<file path="config.mk">
export PLATFORM = sky130hd
export DESIGN_NAME = pmc_regs
export DESIGN_NICKNAME = d
export VERILOG_FILES = /design/src/design/pmc_pkg.sv /design/src/design/pmc_regs.sv
export VERILOG_INCLUDE_DIRS = /design/src /design/src/design
export SDC_FILE = /design/constraint.sdc
export NUM_CORES = 1
export LEC_CHECK = 0
export BUFFER_PORTS_ARGS = -buffer_cell sky130_fd_sc_hd__buf_2
export CAP_MARGIN = 20
export CORE_MARGIN = 3
export CORE_UTILIZATION = 55
export DETAILED_ROUTE_END_ITERATION = 8
export GPL_ROUTABILITY_DRIVEN = 0
export PLACE_DENSITY_LB_ADDON = 0.08
export SETUP_SLACK_MARGIN = 0.3
export SLEW_MARGIN = 10
export SYNTH_ARGS = -nofsm -noshare
export SYNTH_HDL_FRONTEND = slang
export SYNTH_SLANG_ARGS = --single-unit
</file>
<file path="constraint.sdc">
create_clock -name ref_clk -period 9.9 [get_ports ref_clk]
set_clock_uncertainty 0.2 [all_clocks]
set_input_delay 0.99 -clock ref_clk [delete_from_list [all_inputs] [get_ports ref_clk]]
set_output_delay 0.99 -clock ref_clk [all_outputs]
set_load 0.01 [all_outputs]
</file>
<file path="src/design/pmc_defines.svh">
`ifndef PMC_DEFINES_SVH
`define PMC_DEFINES_SVH
// Command codes
`define PMC_CMD_GEN_UNLOCK 8'hC4
`define PMC_CMD_ADDR_UNLOCK 8'hC6
`define PMC_CMD_SS_STEP 8'hD4
`define PMC_CMD_LUT_STATUS 8'hD8
`define PMC_CMD_TH_ONE 8'hD9
`define PMC_CMD_GAIN_ONE 8'hDA
`define PMC_CMD_TH_TWO 8'hDB
`define PMC_CMD_GAIN_TWO 8'hDC
`define PMC_CMD_SS_TIMING 8'hDF
`define PMC_CMD_BASE_ADDR 8'hE0
`define PMC_CMD_TEMP_CRC 8'hE1
`define PMC_CMD_GAIN_CRC 8'hE2
`define PMC_CMD_CFG_CRC 8'hEE
`define PMC_CMD_OFS_TRIM 8'hF0
`define PMC_CMD_MULT_TRIM 8'hF1
// Passwords and addresses
`define PMC_GEN_PASS 16'hC93F
`define PMC_ADDR_PASS 16'hF1C0
`define PMC_RECOVERY_ADDR 8'hB0
`define PMC_BASE_DEFAULT 3'h1
// Field positions
`define PMC_BASE_MSB 7
`define PMC_BASE_LSB 5
`define PMC_MANT_MSB 10
`define PMC_OFS_SIGN 7
`define PMC_SS_INIT_MSB 5
`define PMC_SS_INIT_LSB 3
`define PMC_SS_PACE_MSB 2
// Fixed-point scaling and reset values
`define PMC_GAIN_FRAC 6
`define PMC_TRIM_FRAC 7
`define PMC_TRIM_RESET 8'h80
`define PMC_CRC_INIT 16'hFFFF
`define PMC_CRC_POLY 16'h1021
// Soft-start timing
`define PMC_QUARTER_MS_US 250
`define PMC_CLK_MHZ 200
`define PMC_SS_INIT_BASE_Q 4'h2
`define PMC_SS_PACE_MIN 3'h3
`endif

</file>
<file path="src/design/pmc_pkg.sv">
package pmc_pkg;
  // Command from the bus front end
  typedef struct packed {
    logic valid;
    logic write;
    logic [7:0] code;
    logic [15:0] data;
  } pmc_cmd_t;
  // Answer to a command
  typedef struct packed {
    logic valid;
    logic ack;
    logic [15:0] data;
  } pmc_rsp_t;
  // Current measurement sample
  typedef struct packed {
    logic valid;
    logic [10:0] mant;
  } pmc_meas_t;
  typedef enum logic [1:0] {SS_IDLE, SS_FIRST, SS_NEXT} pmc_ss_st_t;
  typedef enum logic {CK_IDLE, CK_RUN} pmc_ck_st_t;
  // All state of the register bank
  typedef struct packed {
    pmc_rsp_t rsp;
    logic gen_ok;
    logic addr_ok;
    logic [7:0] ss_step;
    logic [15:0] th_one;
    logic [7:0] gain_one;
    logic [15:0] th_two;
    logic [7:0] gain_two;
    logic [5:0] ss_timing;
    logic [2:0] base_code;
    logic [2:0] live_code;
    logic recovery;
    logic mem_fault;
    logic [15:0] cfg_crc;
    logic [15:0] crc_acc;
    pmc_ck_st_t ck_st;
    logic [7:0] ofs_trim;
    logic [7:0] mult_trim;
    pmc_meas_t s1;
    pmc_meas_t s2;
    pmc_meas_t out;
    pmc_ss_st_t ss_st;
    logic [15:0] tick_cnt;
    logic [3:0] q_cnt;
    logic [15:0] prev_v;
    logic ss_fault;
    logic [7:0] bus_addr;
  } pmc_state_t;
endpackage

</file>
<file path="src/design/pmc_regs.sv">
// Notes on behaviour
// - Table status reads 0 to 3
// - Above threshold add gain times excess
// - Gain LSB 1/64, range 0 to 255/64
// - Timing register sets monotonic sample instants
// - Bits 5:3 first sample 0.5-2.25 ms
// - Bits 2:0 spacing 0.75-1.75 ms
// - Base code in 7:5, steps sixteen
// - Blank store at supply cycle gives code 1
// - New base address after supply cycle
// - Read-only CRC16 for both tables
// - Config CRC checked, computed value readable
// - Mismatch: recovery, memory fault, 0xB0
// - Sign-magnitude offset on current mantissa
// - Gain trim multiplies current reading
// - Later sample must exceed earlier by more than step; step 0 disables the check
// - Writes need general unlock password first
`timescale 1ns/100ps
`include "pmc_defines.svh"

module pmc_regs #(
  parameter int QUARTER_CYCLES = `PMC_QUARTER_MS_US * `PMC_CLK_MHZ,
  parameter logic [15:0] CRC_POLY = `PMC_CRC_POLY,
  parameter logic [15:0] CRC_INIT = `PMC_CRC_INIT
) (
  // Clock and reset
  input wire logic ref_clk,
  input wire logic rst,
  // Command port
  input pmc_pkg::pmc_cmd_t cmd,
  output pmc_pkg::pmc_rsp_t rsp,
  // Stored table status
  input wire logic temp_lut_stored,
  input wire logic gain_lut_stored,
  input wire logic [15:0] temp_lut_crc,
  input wire logic [15:0] gain_lut_crc,
  // Configuration file stream
  input wire logic cfg_start,
  input wire logic cfg_byte_valid,
  input wire logic [7:0] cfg_byte,
  input wire logic cfg_last,
  input wire logic [15:0] cfg_signature,
  // Supply cycle and store state
  input wire logic supply_restored,
  input wire logic cfg_blank,
  output logic [7:0] bus_addr,
  output logic recovery,
  output logic mem_fault,
  // Current measurement path
  input pmc_pkg::pmc_meas_t iout_raw,
  output pmc_pkg::pmc_meas_t iout_cal,
  // Soft-start monotonic check
  input wire logic ss_start,
  input wire logic ss_end,
  input wire logic [15:0] vout_mant,
  output logic ss_fault
);

  //--------------------------------------------------
  // Helper functions
  //--------------------------------------------------

  // One byte step of the CRC16
  function automatic logic [15:0] crc_byte(input logic [15:0] c, input logic [7:0] b);
    logic [15:0] r;
    r = c ^ {b, 8'h00};
    for (int i = 0; i < 8; i++) begin
      r = r[15] ? ((r << 1) ^ CRC_POLY) : (r << 1);
    end
    return r;
  endfunction

  // Gain scaling above one threshold, saturated
  function automatic logic [10:0] over_th(input logic [10:0] x, input logic [15:0] th,
                                         input logic [7:0] g);
    logic [18:0] prod;
    logic [13:0] sum; // Wide enough for full-scale gain times full-scale excess
    prod = 19'h0_0000;
    sum = {3'b000, x};
    if (th[`PMC_MANT_MSB:0] != 11'h000 && x > th[`PMC_MANT_MSB:0]) begin
      prod = g * (x - th[`PMC_MANT_MSB:0]);
      sum = {3'b000, x} + 14'(prod >> `PMC_GAIN_FRAC);
    end
    return (sum[13:11] != 3'b000) ? 11'h7FF : sum[10:0];
  endfunction

  // Quarter milliseconds until the next sample
  function automatic logic [3:0] pace_q(input logic [2:0] code);
    return (code < `PMC_SS_PACE_MIN) ? {1'b0, `PMC_SS_PACE_MIN} : {1'b0, code};
  endfunction

  //--------------------------------------------------
  // State
  //--------------------------------------------------
  pmc_pkg::pmc_state_t st; // Registered state
  pmc_pkg::pmc_state_t next_st; // Next state

  //--------------------------------------------------
  // Next-state logic
  //--------------------------------------------------
  always_comb begin
    logic wr_ok; // Write permitted
    logic [12:0] ofs_v; // Offset result
    logic [18:0] mul_v; // Gain trim product
    logic [10:0] trim_v; // Trimmed mantissa
    logic [16:0] need_v; // Required later sample
    logic [15:0] crc_n; // Updated CRC
    wr_ok = 1'b0;
    ofs_v = 13'h0000;
    mul_v = 19'h0_0000;
    trim_v = 11'h000;
    need_v = 17'h0_0000;
    crc_n = 16'h0000;
    next_st = st;
    next_st.rsp = '0;

    // Command handling
    if (cmd.valid) begin
      next_st.rsp.valid = 1'b1;
      next_st.rsp.ack = 1'b1;
      wr_ok = cmd.write && st.gen_ok;
      if (cmd.write) begin
        case (cmd.code)
          // Password entry
          `PMC_CMD_GEN_UNLOCK: begin
            next_st.gen_ok = (cmd.data == `PMC_GEN_PASS);
          end
          `PMC_CMD_ADDR_UNLOCK: begin
            next_st.addr_ok = st.gen_ok && (cmd.data == `PMC_ADDR_PASS);
          end
          // Writable settings
          `PMC_CMD_SS_STEP: begin
            if (wr_ok) begin
              next_st.ss_step = cmd.data[7:0];
            end
          end
          `PMC_CMD_TH_ONE: begin
            if (wr_ok) begin
              next_st.th_one = cmd.data;
            end
          end
          `PMC_CMD_GAIN_ONE: begin
            if (wr_ok) begin
              next_st.gain_one = cmd.data[7:0];
            end
          end
          `PMC_CMD_TH_TWO: begin
            if (wr_ok) begin
              next_st.th_two = cmd.data;
            end
          end
          `PMC_CMD_GAIN_TWO: begin
            if (wr_ok) begin
              next_st.gain_two = cmd.data[7:0];
            end
          end
          `PMC_CMD_SS_TIMING: begin
            if (wr_ok) begin
              next_st.ss_timing = cmd.data[5:0];
            end
          end
          `PMC_CMD_BASE_ADDR: begin
            if (wr_ok && st.addr_ok) begin
              next_st.base_code = cmd.data[`PMC_BASE_MSB:`PMC_BASE_LSB];
            end
          end
          `PMC_CMD_OFS_TRIM: begin
            if (wr_ok) begin
              next_st.ofs_trim = cmd.data[7:0];
            end
          end
          `PMC_CMD_MULT_TRIM: begin
            if (wr_ok) begin
              next_st.mult_trim = cmd.data[7:0];
            end
          end
          default: begin
            next_st.rsp.ack = 1'b0;
          end
        endcase
      end else begin
        case (cmd.code)
          // Readback
          `PMC_CMD_SS_STEP: next_st.rsp.data = {8'h00, st.ss_step};
          `PMC_CMD_LUT_STATUS: next_st.rsp.data = {14'h0000, gain_lut_stored, temp_lut_stored};
          `PMC_CMD_TH_ONE: next_st.rsp.data = st.th_one;
          `PMC_CMD_GAIN_ONE: next_st.rsp.data = {8'h00, st.gain_one};
          `PMC_CMD_TH_TWO: next_st.rsp.data = st.th_two;
          `PMC_CMD_GAIN_TWO: next_st.rsp.data = {8'h00, st.gain_two};
          `PMC_CMD_SS_TIMING: next_st.rsp.data = {10'h000, st.ss_timing};
          `PMC_CMD_BASE_ADDR: next_st.rsp.data = {8'h00, st.base_code, 5'h00};
          `PMC_CMD_TEMP_CRC: next_st.rsp.data = temp_lut_crc;
          `PMC_CMD_GAIN_CRC: next_st.rsp.data = gain_lut_crc;
          `PMC_CMD_CFG_CRC: next_st.rsp.data = st.cfg_crc;
          `PMC_CMD_OFS_TRIM: next_st.rsp.data = {8'h00, st.ofs_trim};
          `PMC_CMD_MULT_TRIM: next_st.rsp.data = {8'h00, st.mult_trim};
          default: next_st.rsp.ack = 1'b0;
        endcase
      end
    end

    // Configuration CRC check
    case (st.ck_st)
      pmc_pkg::CK_IDLE: begin
        if (cfg_start) begin
          next_st.crc_acc = CRC_INIT;
          next_st.ck_st = pmc_pkg::CK_RUN;
        end
      end
      pmc_pkg::CK_RUN: begin
        if (cfg_byte_valid) begin
          crc_n = crc_byte(st.crc_acc, cfg_byte);
          next_st.crc_acc = crc_n;
          if (cfg_last) begin
            next_st.cfg_crc = crc_n;
            next_st.ck_st = pmc_pkg::CK_IDLE;
            next_st.recovery = (crc_n != cfg_signature);
            if (crc_n != cfg_signature) begin
              // Recovery runs with reset settings; ss_timing and base_code kept
              next_st.mem_fault = 1'b1;
              next_st.th_one = 16'h0000;
              next_st.th_two = 16'h0000;
              next_st.gain_one = 8'h00;
              next_st.gain_two = 8'h00;
              next_st.ofs_trim = 8'h00;
              next_st.mult_trim = `PMC_TRIM_RESET;
              next_st.ss_step = 8'h00;
            end
          end
        end
      end
      default: next_st.ck_st = pmc_pkg::CK_IDLE;
    endcase

    // Base address takes effect only on a supply cycle
    if (supply_restored) begin
      next_st.live_code = cfg_blank ? `PMC_BASE_DEFAULT : st.base_code;
    end
    next_st.bus_addr = st.recovery ? `PMC_RECOVERY_ADDR : {1'b0, st.live_code, 4'h0};

    // Stage one: offset then gain trim
    next_st.s1.valid = iout_raw.valid;
    if (st.ofs_trim[`PMC_OFS_SIGN]) begin
      ofs_v = {2'b00, iout_raw.mant} - {6'h00, st.ofs_trim[6:0]};
    end else begin
      ofs_v = {2'b00, iout_raw.mant} + {6'h00, st.ofs_trim[6:0]};
    end
    if (ofs_v[12]) begin
      trim_v = 11'h000;
    end else if (ofs_v[11]) begin
      trim_v = 11'h7FF;
    end else begin
      trim_v = ofs_v[10:0];
    end
    mul_v = trim_v * st.mult_trim;
    mul_v = mul_v >> `PMC_TRIM_FRAC;
    next_st.s1.mant = (mul_v[18:11] != 8'h00) ? 11'h7FF : mul_v[10:0];

    // Stages two and three: threshold scaling in order
    next_st.s2.valid = st.s1.valid;
    next_st.s2.mant = over_th(st.s1.mant, st.th_one, st.gain_one);
    next_st.out.valid = st.s2.valid;
    next_st.out.mant = over_th(st.s2.mant, st.th_two, st.gain_two);

    // Quarter-millisecond tick
    if (st.ss_st == pmc_pkg::SS_IDLE || st.tick_cnt == 16'(QUARTER_CYCLES - 1)) begin
      next_st.tick_cnt = 16'h0000;
    end else begin
      next_st.tick_cnt = st.tick_cnt + 16'h0001;
    end

    // Soft-start monotonic check
    need_v = {1'b0, st.prev_v} + {9'h000, st.ss_step};
    case (st.ss_st)
      pmc_pkg::SS_IDLE: begin
        if (ss_start) begin
          next_st.ss_fault = 1'b0;
          next_st.q_cnt = `PMC_SS_INIT_BASE_Q + {1'b0, st.ss_timing[`PMC_SS_INIT_MSB:`PMC_SS_INIT_LSB]};
          next_st.ss_st = pmc_pkg::SS_FIRST;
        end
      end
      pmc_pkg::SS_FIRST: begin
        if (ss_end) begin
          next_st.ss_st = pmc_pkg::SS_IDLE;
        end else if (st.tick_cnt == 16'(QUARTER_CYCLES - 1)) begin
          next_st.q_cnt = st.q_cnt - 4'h1;
          if (st.q_cnt == 4'h1) begin
            next_st.prev_v = vout_mant;
            next_st.q_cnt = pace_q(st.ss_timing[`PMC_SS_PACE_MSB:0]);
            next_st.ss_st = pmc_pkg::SS_NEXT;
          end
        end
      end
      pmc_pkg::SS_NEXT: begin
        if (ss_end) begin
          next_st.ss_st = pmc_pkg::SS_IDLE;
        end else if (st.tick_cnt == 16'(QUARTER_CYCLES - 1)) begin
          next_st.q_cnt = st.q_cnt - 4'h1;
          if (st.q_cnt == 4'h1) begin
            if (st.ss_step != 8'h00 && {1'b0, vout_mant} <= need_v) begin
              next_st.ss_fault = 1'b1;
            end
            next_st.prev_v = vout_mant;
            next_st.q_cnt = pace_q(st.ss_timing[`PMC_SS_PACE_MSB:0]);
          end
        end
      end
      default: next_st.ss_st = pmc_pkg::SS_IDLE;
    endcase
  end

  //--------------------------------------------------
  // State register
  //--------------------------------------------------
  always_ff @(posedge ref_clk) begin
    if (rst) begin
      st <= '0;
      st.base_code <= `PMC_BASE_DEFAULT;
      st.live_code <= `PMC_BASE_DEFAULT;
      st.bus_addr <= {1'b0, `PMC_BASE_DEFAULT, 4'h0};
      st.mult_trim <= `PMC_TRIM_RESET;
      st.crc_acc <= `PMC_CRC_INIT;
      st.ck_st <= pmc_pkg::CK_IDLE;
      st.ss_st <= pmc_pkg::SS_IDLE;
    end else begin
      st <= next_st;
    end
  end

  //--------------------------------------------------
  // Outputs
  //--------------------------------------------------
  assign rsp = st.rsp;
  assign bus_addr = st.bus_addr;
  assign recovery = st.recovery;
  assign mem_fault = st.mem_fault;
  assign iout_cal = st.out;
  assign ss_fault = st.ss_fault;

endmodule

</file>
==> metrics <==
wire per inst=~19 um; Netlist Area Pre-Place=about 22000 sq um; vias in the first global route=18533; CTS sink cnt=approximately 220; Tot GR Track Use=0.285; outcome=finished, violations left; Post-CTS Hold Fix Bufs=0; min cycle time layout=roughly 9 ns; Max Cap Viol=0; largest net degree at the start of global routing=73; Min-Delay Path Class=reg -> reg; clk_lat worst skew=approximately 0.55 ns; Critical Path Max Stage Delay=0.57 ns; Final Hold Vio Count=0; first-pass GRT wire length=approximately 97 mm; Hold Path Origin=st[134]; Pwr per Cell Area=approximately 94 nW/um^2; reg2reg path depth=34; kind of critical path=reg -> reg; initial antenna violation count=6; initial core utilization=0.560; grt met3 use=0.0388; clk root buf=clkbuf_16; Boundary Pins=between 150 and 200; share of cells above drive strength 1=0.0899; max-slew violations=0; CORE AREA=about 39000 sq um; Reg-to-Reg End=st[67]; Synth warnings=0; DR iter-0 viols=~1600; family with the most delay on the worst path=adder cells; fmax=between 0.1 and 0.15 GHz; Rows=approximately 70; Power Total=around 2.2 mW; DIE AREA=roughly 42000 sq um; Crit path arrival time=9.15 ns; DRT Pass-1 Iters=9; fillers=~3500; final wirelength=59.7 mm; Worst Path Buf+Inv=5; vias=between 15000 and 20000; register bit total from synthesis=around 220; R2R Path Start=st[179]; ranking of synthesized cells by area=dfxtp_1 20%, fa_1 19%, ha_1 11%; Horiz. Die Dim=205 um; GRT Max-Usage Layer=met2; slowest CP cell=fa_1; H-tree Lvls=1; Hold Path Sink=bus_addr[4]; CTS buffer count=25; LEAKAGE=10.7 nW; final setup TNS=0 ns; deepest clock path buffer count=3; violated checks=DRC; Worst Path Max Fanout=11; Syn-to-layout area delta=8.50%; met1 Usage GRT=0.387; Crit path required time=roughly 10 ns; r2r setup slk=roughly 0.9 ns; leading area contributor after synthesis=dfxtp_1; CTS clk-pin slew, worst paths=~0.06 ns; max_slew headroom=0.272; EDFF count, synth=0; Final Cycle Share=0.907; sequential area share after synthesis=0.201; Crit. Startpoint=st[179]; Worst setup SP type=flip-flop; Async S/R FF share, synth=0; GR Util met2=0.482; Peak VDD IR=0.124 mV; Final Net Count=between 3000 and 4000; antenna-violating nets left=0; Final Setup Violations=0; drt drc=1; Vias/cell=~5.7; RSZ-0062 raised after global routing=false; worst-margin pin slew=1.09 ns; ys flop type=dfxtp_1; Die Y=205 um; grt total ovfl=0; Setup crit end kind=flip-flop; top cell type's share of synthesized area=0.201; Synth Instances=2601; Levels on crit path=34; CTS tree=done; Mapped Avg Cell Area=8.36 sq um; Post-DP HPWL=around 47 mm; Cell Area, Placed=22600 sq um; hold path depth=1; Netlist cell types=about 80; Buffers on Ports=157; post-route cell area=roughly 24000 sq um
[final cells by class]
type | count | area [sq um] | share of cell area
multi-input combinational | 1940 | 15600 | 0.660
inverter | 311 | 1170 | 0.0495
tap | 518 | 648 | 0.0275
timing repair buffer | 178 | 948 | 0.0402
clock inverter | 11 | 184 | 0.00780
sequential | 218 | 4360 | 0.185
clock buffer | 34 | 689 | 0.0292
antenna | 6 | 15.0 | 0.000637
[metrics by stage]
step                instances  setup slack [ns]  hold slack, ns   util
floorplan                2604              2.18           0.209      -
global placement         3161              1.13           0.222  0.583
detailed placement       3162             0.775           0.223  0.583
CTS                      3207             0.757           0.240  0.606
global route             3214             0.408           0.252  0.607
finish                   3216             0.926           0.238  0.607
[power breakdown]
part	switching [mW]	leakage (nW)	internal, mW
clock network	0.389	0.424	0.598
logic	0.212	8.48	0.116
registers	0.0166	1.77	0.895
[layer usage]
metal | vias to the layer above | wire length [um]
met3 | 116 | 4590
met2 | 656 | 28100
met1 | 8965 | 25300
met5 | - | 22
li1 | 8726 | -
met4 | 4 | 1670
[layout by cell type, fill, tap and decap left out, types with 54 or more instances in the layout]
| cell | n |
|---|---|
| xor2_1 | 54 |
| and2_1 | 124 |
| ha_1 | 194 |
| a21oi_1 | 183 |
| xnor2_1 | 99 |
| dfxtp_1 | 218 |
| inv_1 | 311 |
| o21ai_0 | 61 |
| fa_1 | 204 |
| nor2_1 | 192 |
| nand2_1 | 314 |
| buf_2 | 158 |
[worst max-delay path by stage]
stage	end	slack, ns
global placement	st[59]	1.13
global route	iout_cal[1]	0.41
CTS	st[67]	0.76
floorplan	st[60]	2.18
finish	st[67]	0.93
detailed placement	st[61]	0.77
[sequential cells by signal, summed over array words and instances, names as in the netlist]
register   count
bus_addr       4
iout_cal      12
mem_fault      1
next_st        2
recovery       1
rsp           18
ss_fault       1
st           179
[kinds of logic (layout without fill, tap and decap cells)]
logic type / Yosys count / in the layout / synth area share
buffers and inverters: 446 / 534 / 0.0851
AO/OA/AOI/OAI: 463 / 463 / 0.139
multiplexers: 44 / 44 / 0.0203
adder cells (fa/ha/maj): 398 / 398 / 0.300
AND/OR/NAND/NOR: 877 / 877 / 0.193
XOR/XNOR: 154 / 154 / 0.0624
other: 1 / 10 / 0.000173
flip-flops: 218 / 218 / 0.201
[synth_stat cells (9+ instances only)]
| cell type | n |
|---|---|
| a22oi_1 | 12 |
| dfxtp_1 | 218 |
| nand4_1 | 20 |
| a222oi_1 | 16 |
| xor2_1 | 54 |
| o21bai_1 | 11 |
| nand2_1 | 314 |
| o21ai_0 | 61 |
| mux2i_1 | 43 |
| xnor2_1 | 99 |
| nor2_1 | 193 |
| o211ai_1 | 17 |
| a21oi_1 | 183 |
| nor3_1 | 31 |
| clkbuf_1 | 80 |
| a21o_1 | 25 |
| o21a_1 | 20 |
| nand3_1 | 53 |
| nor4_1 | 10 |
| a221oi_1 | 15 |
| and2_1 | 124 |
| and3_1 | 12 |
| nand2b_1 | 25 |
| a31oi_1 | 17 |
| fa_1 | 204 |
| buf_4 | 40 |
| ha_1 | 194 |
| a211oi_1 | 26 |
| nor2b_1 | 49 |
| inv_1 | 311 |
| or3_1 | 9 |
[what timing repair did]
item	4_1_cts	5_1_grt
buffers inserted	0	1
endpoints found under the setup margin	0	22
gates resized for setup	0	2
Note: power is estimated with default switching activity, not from simulation.
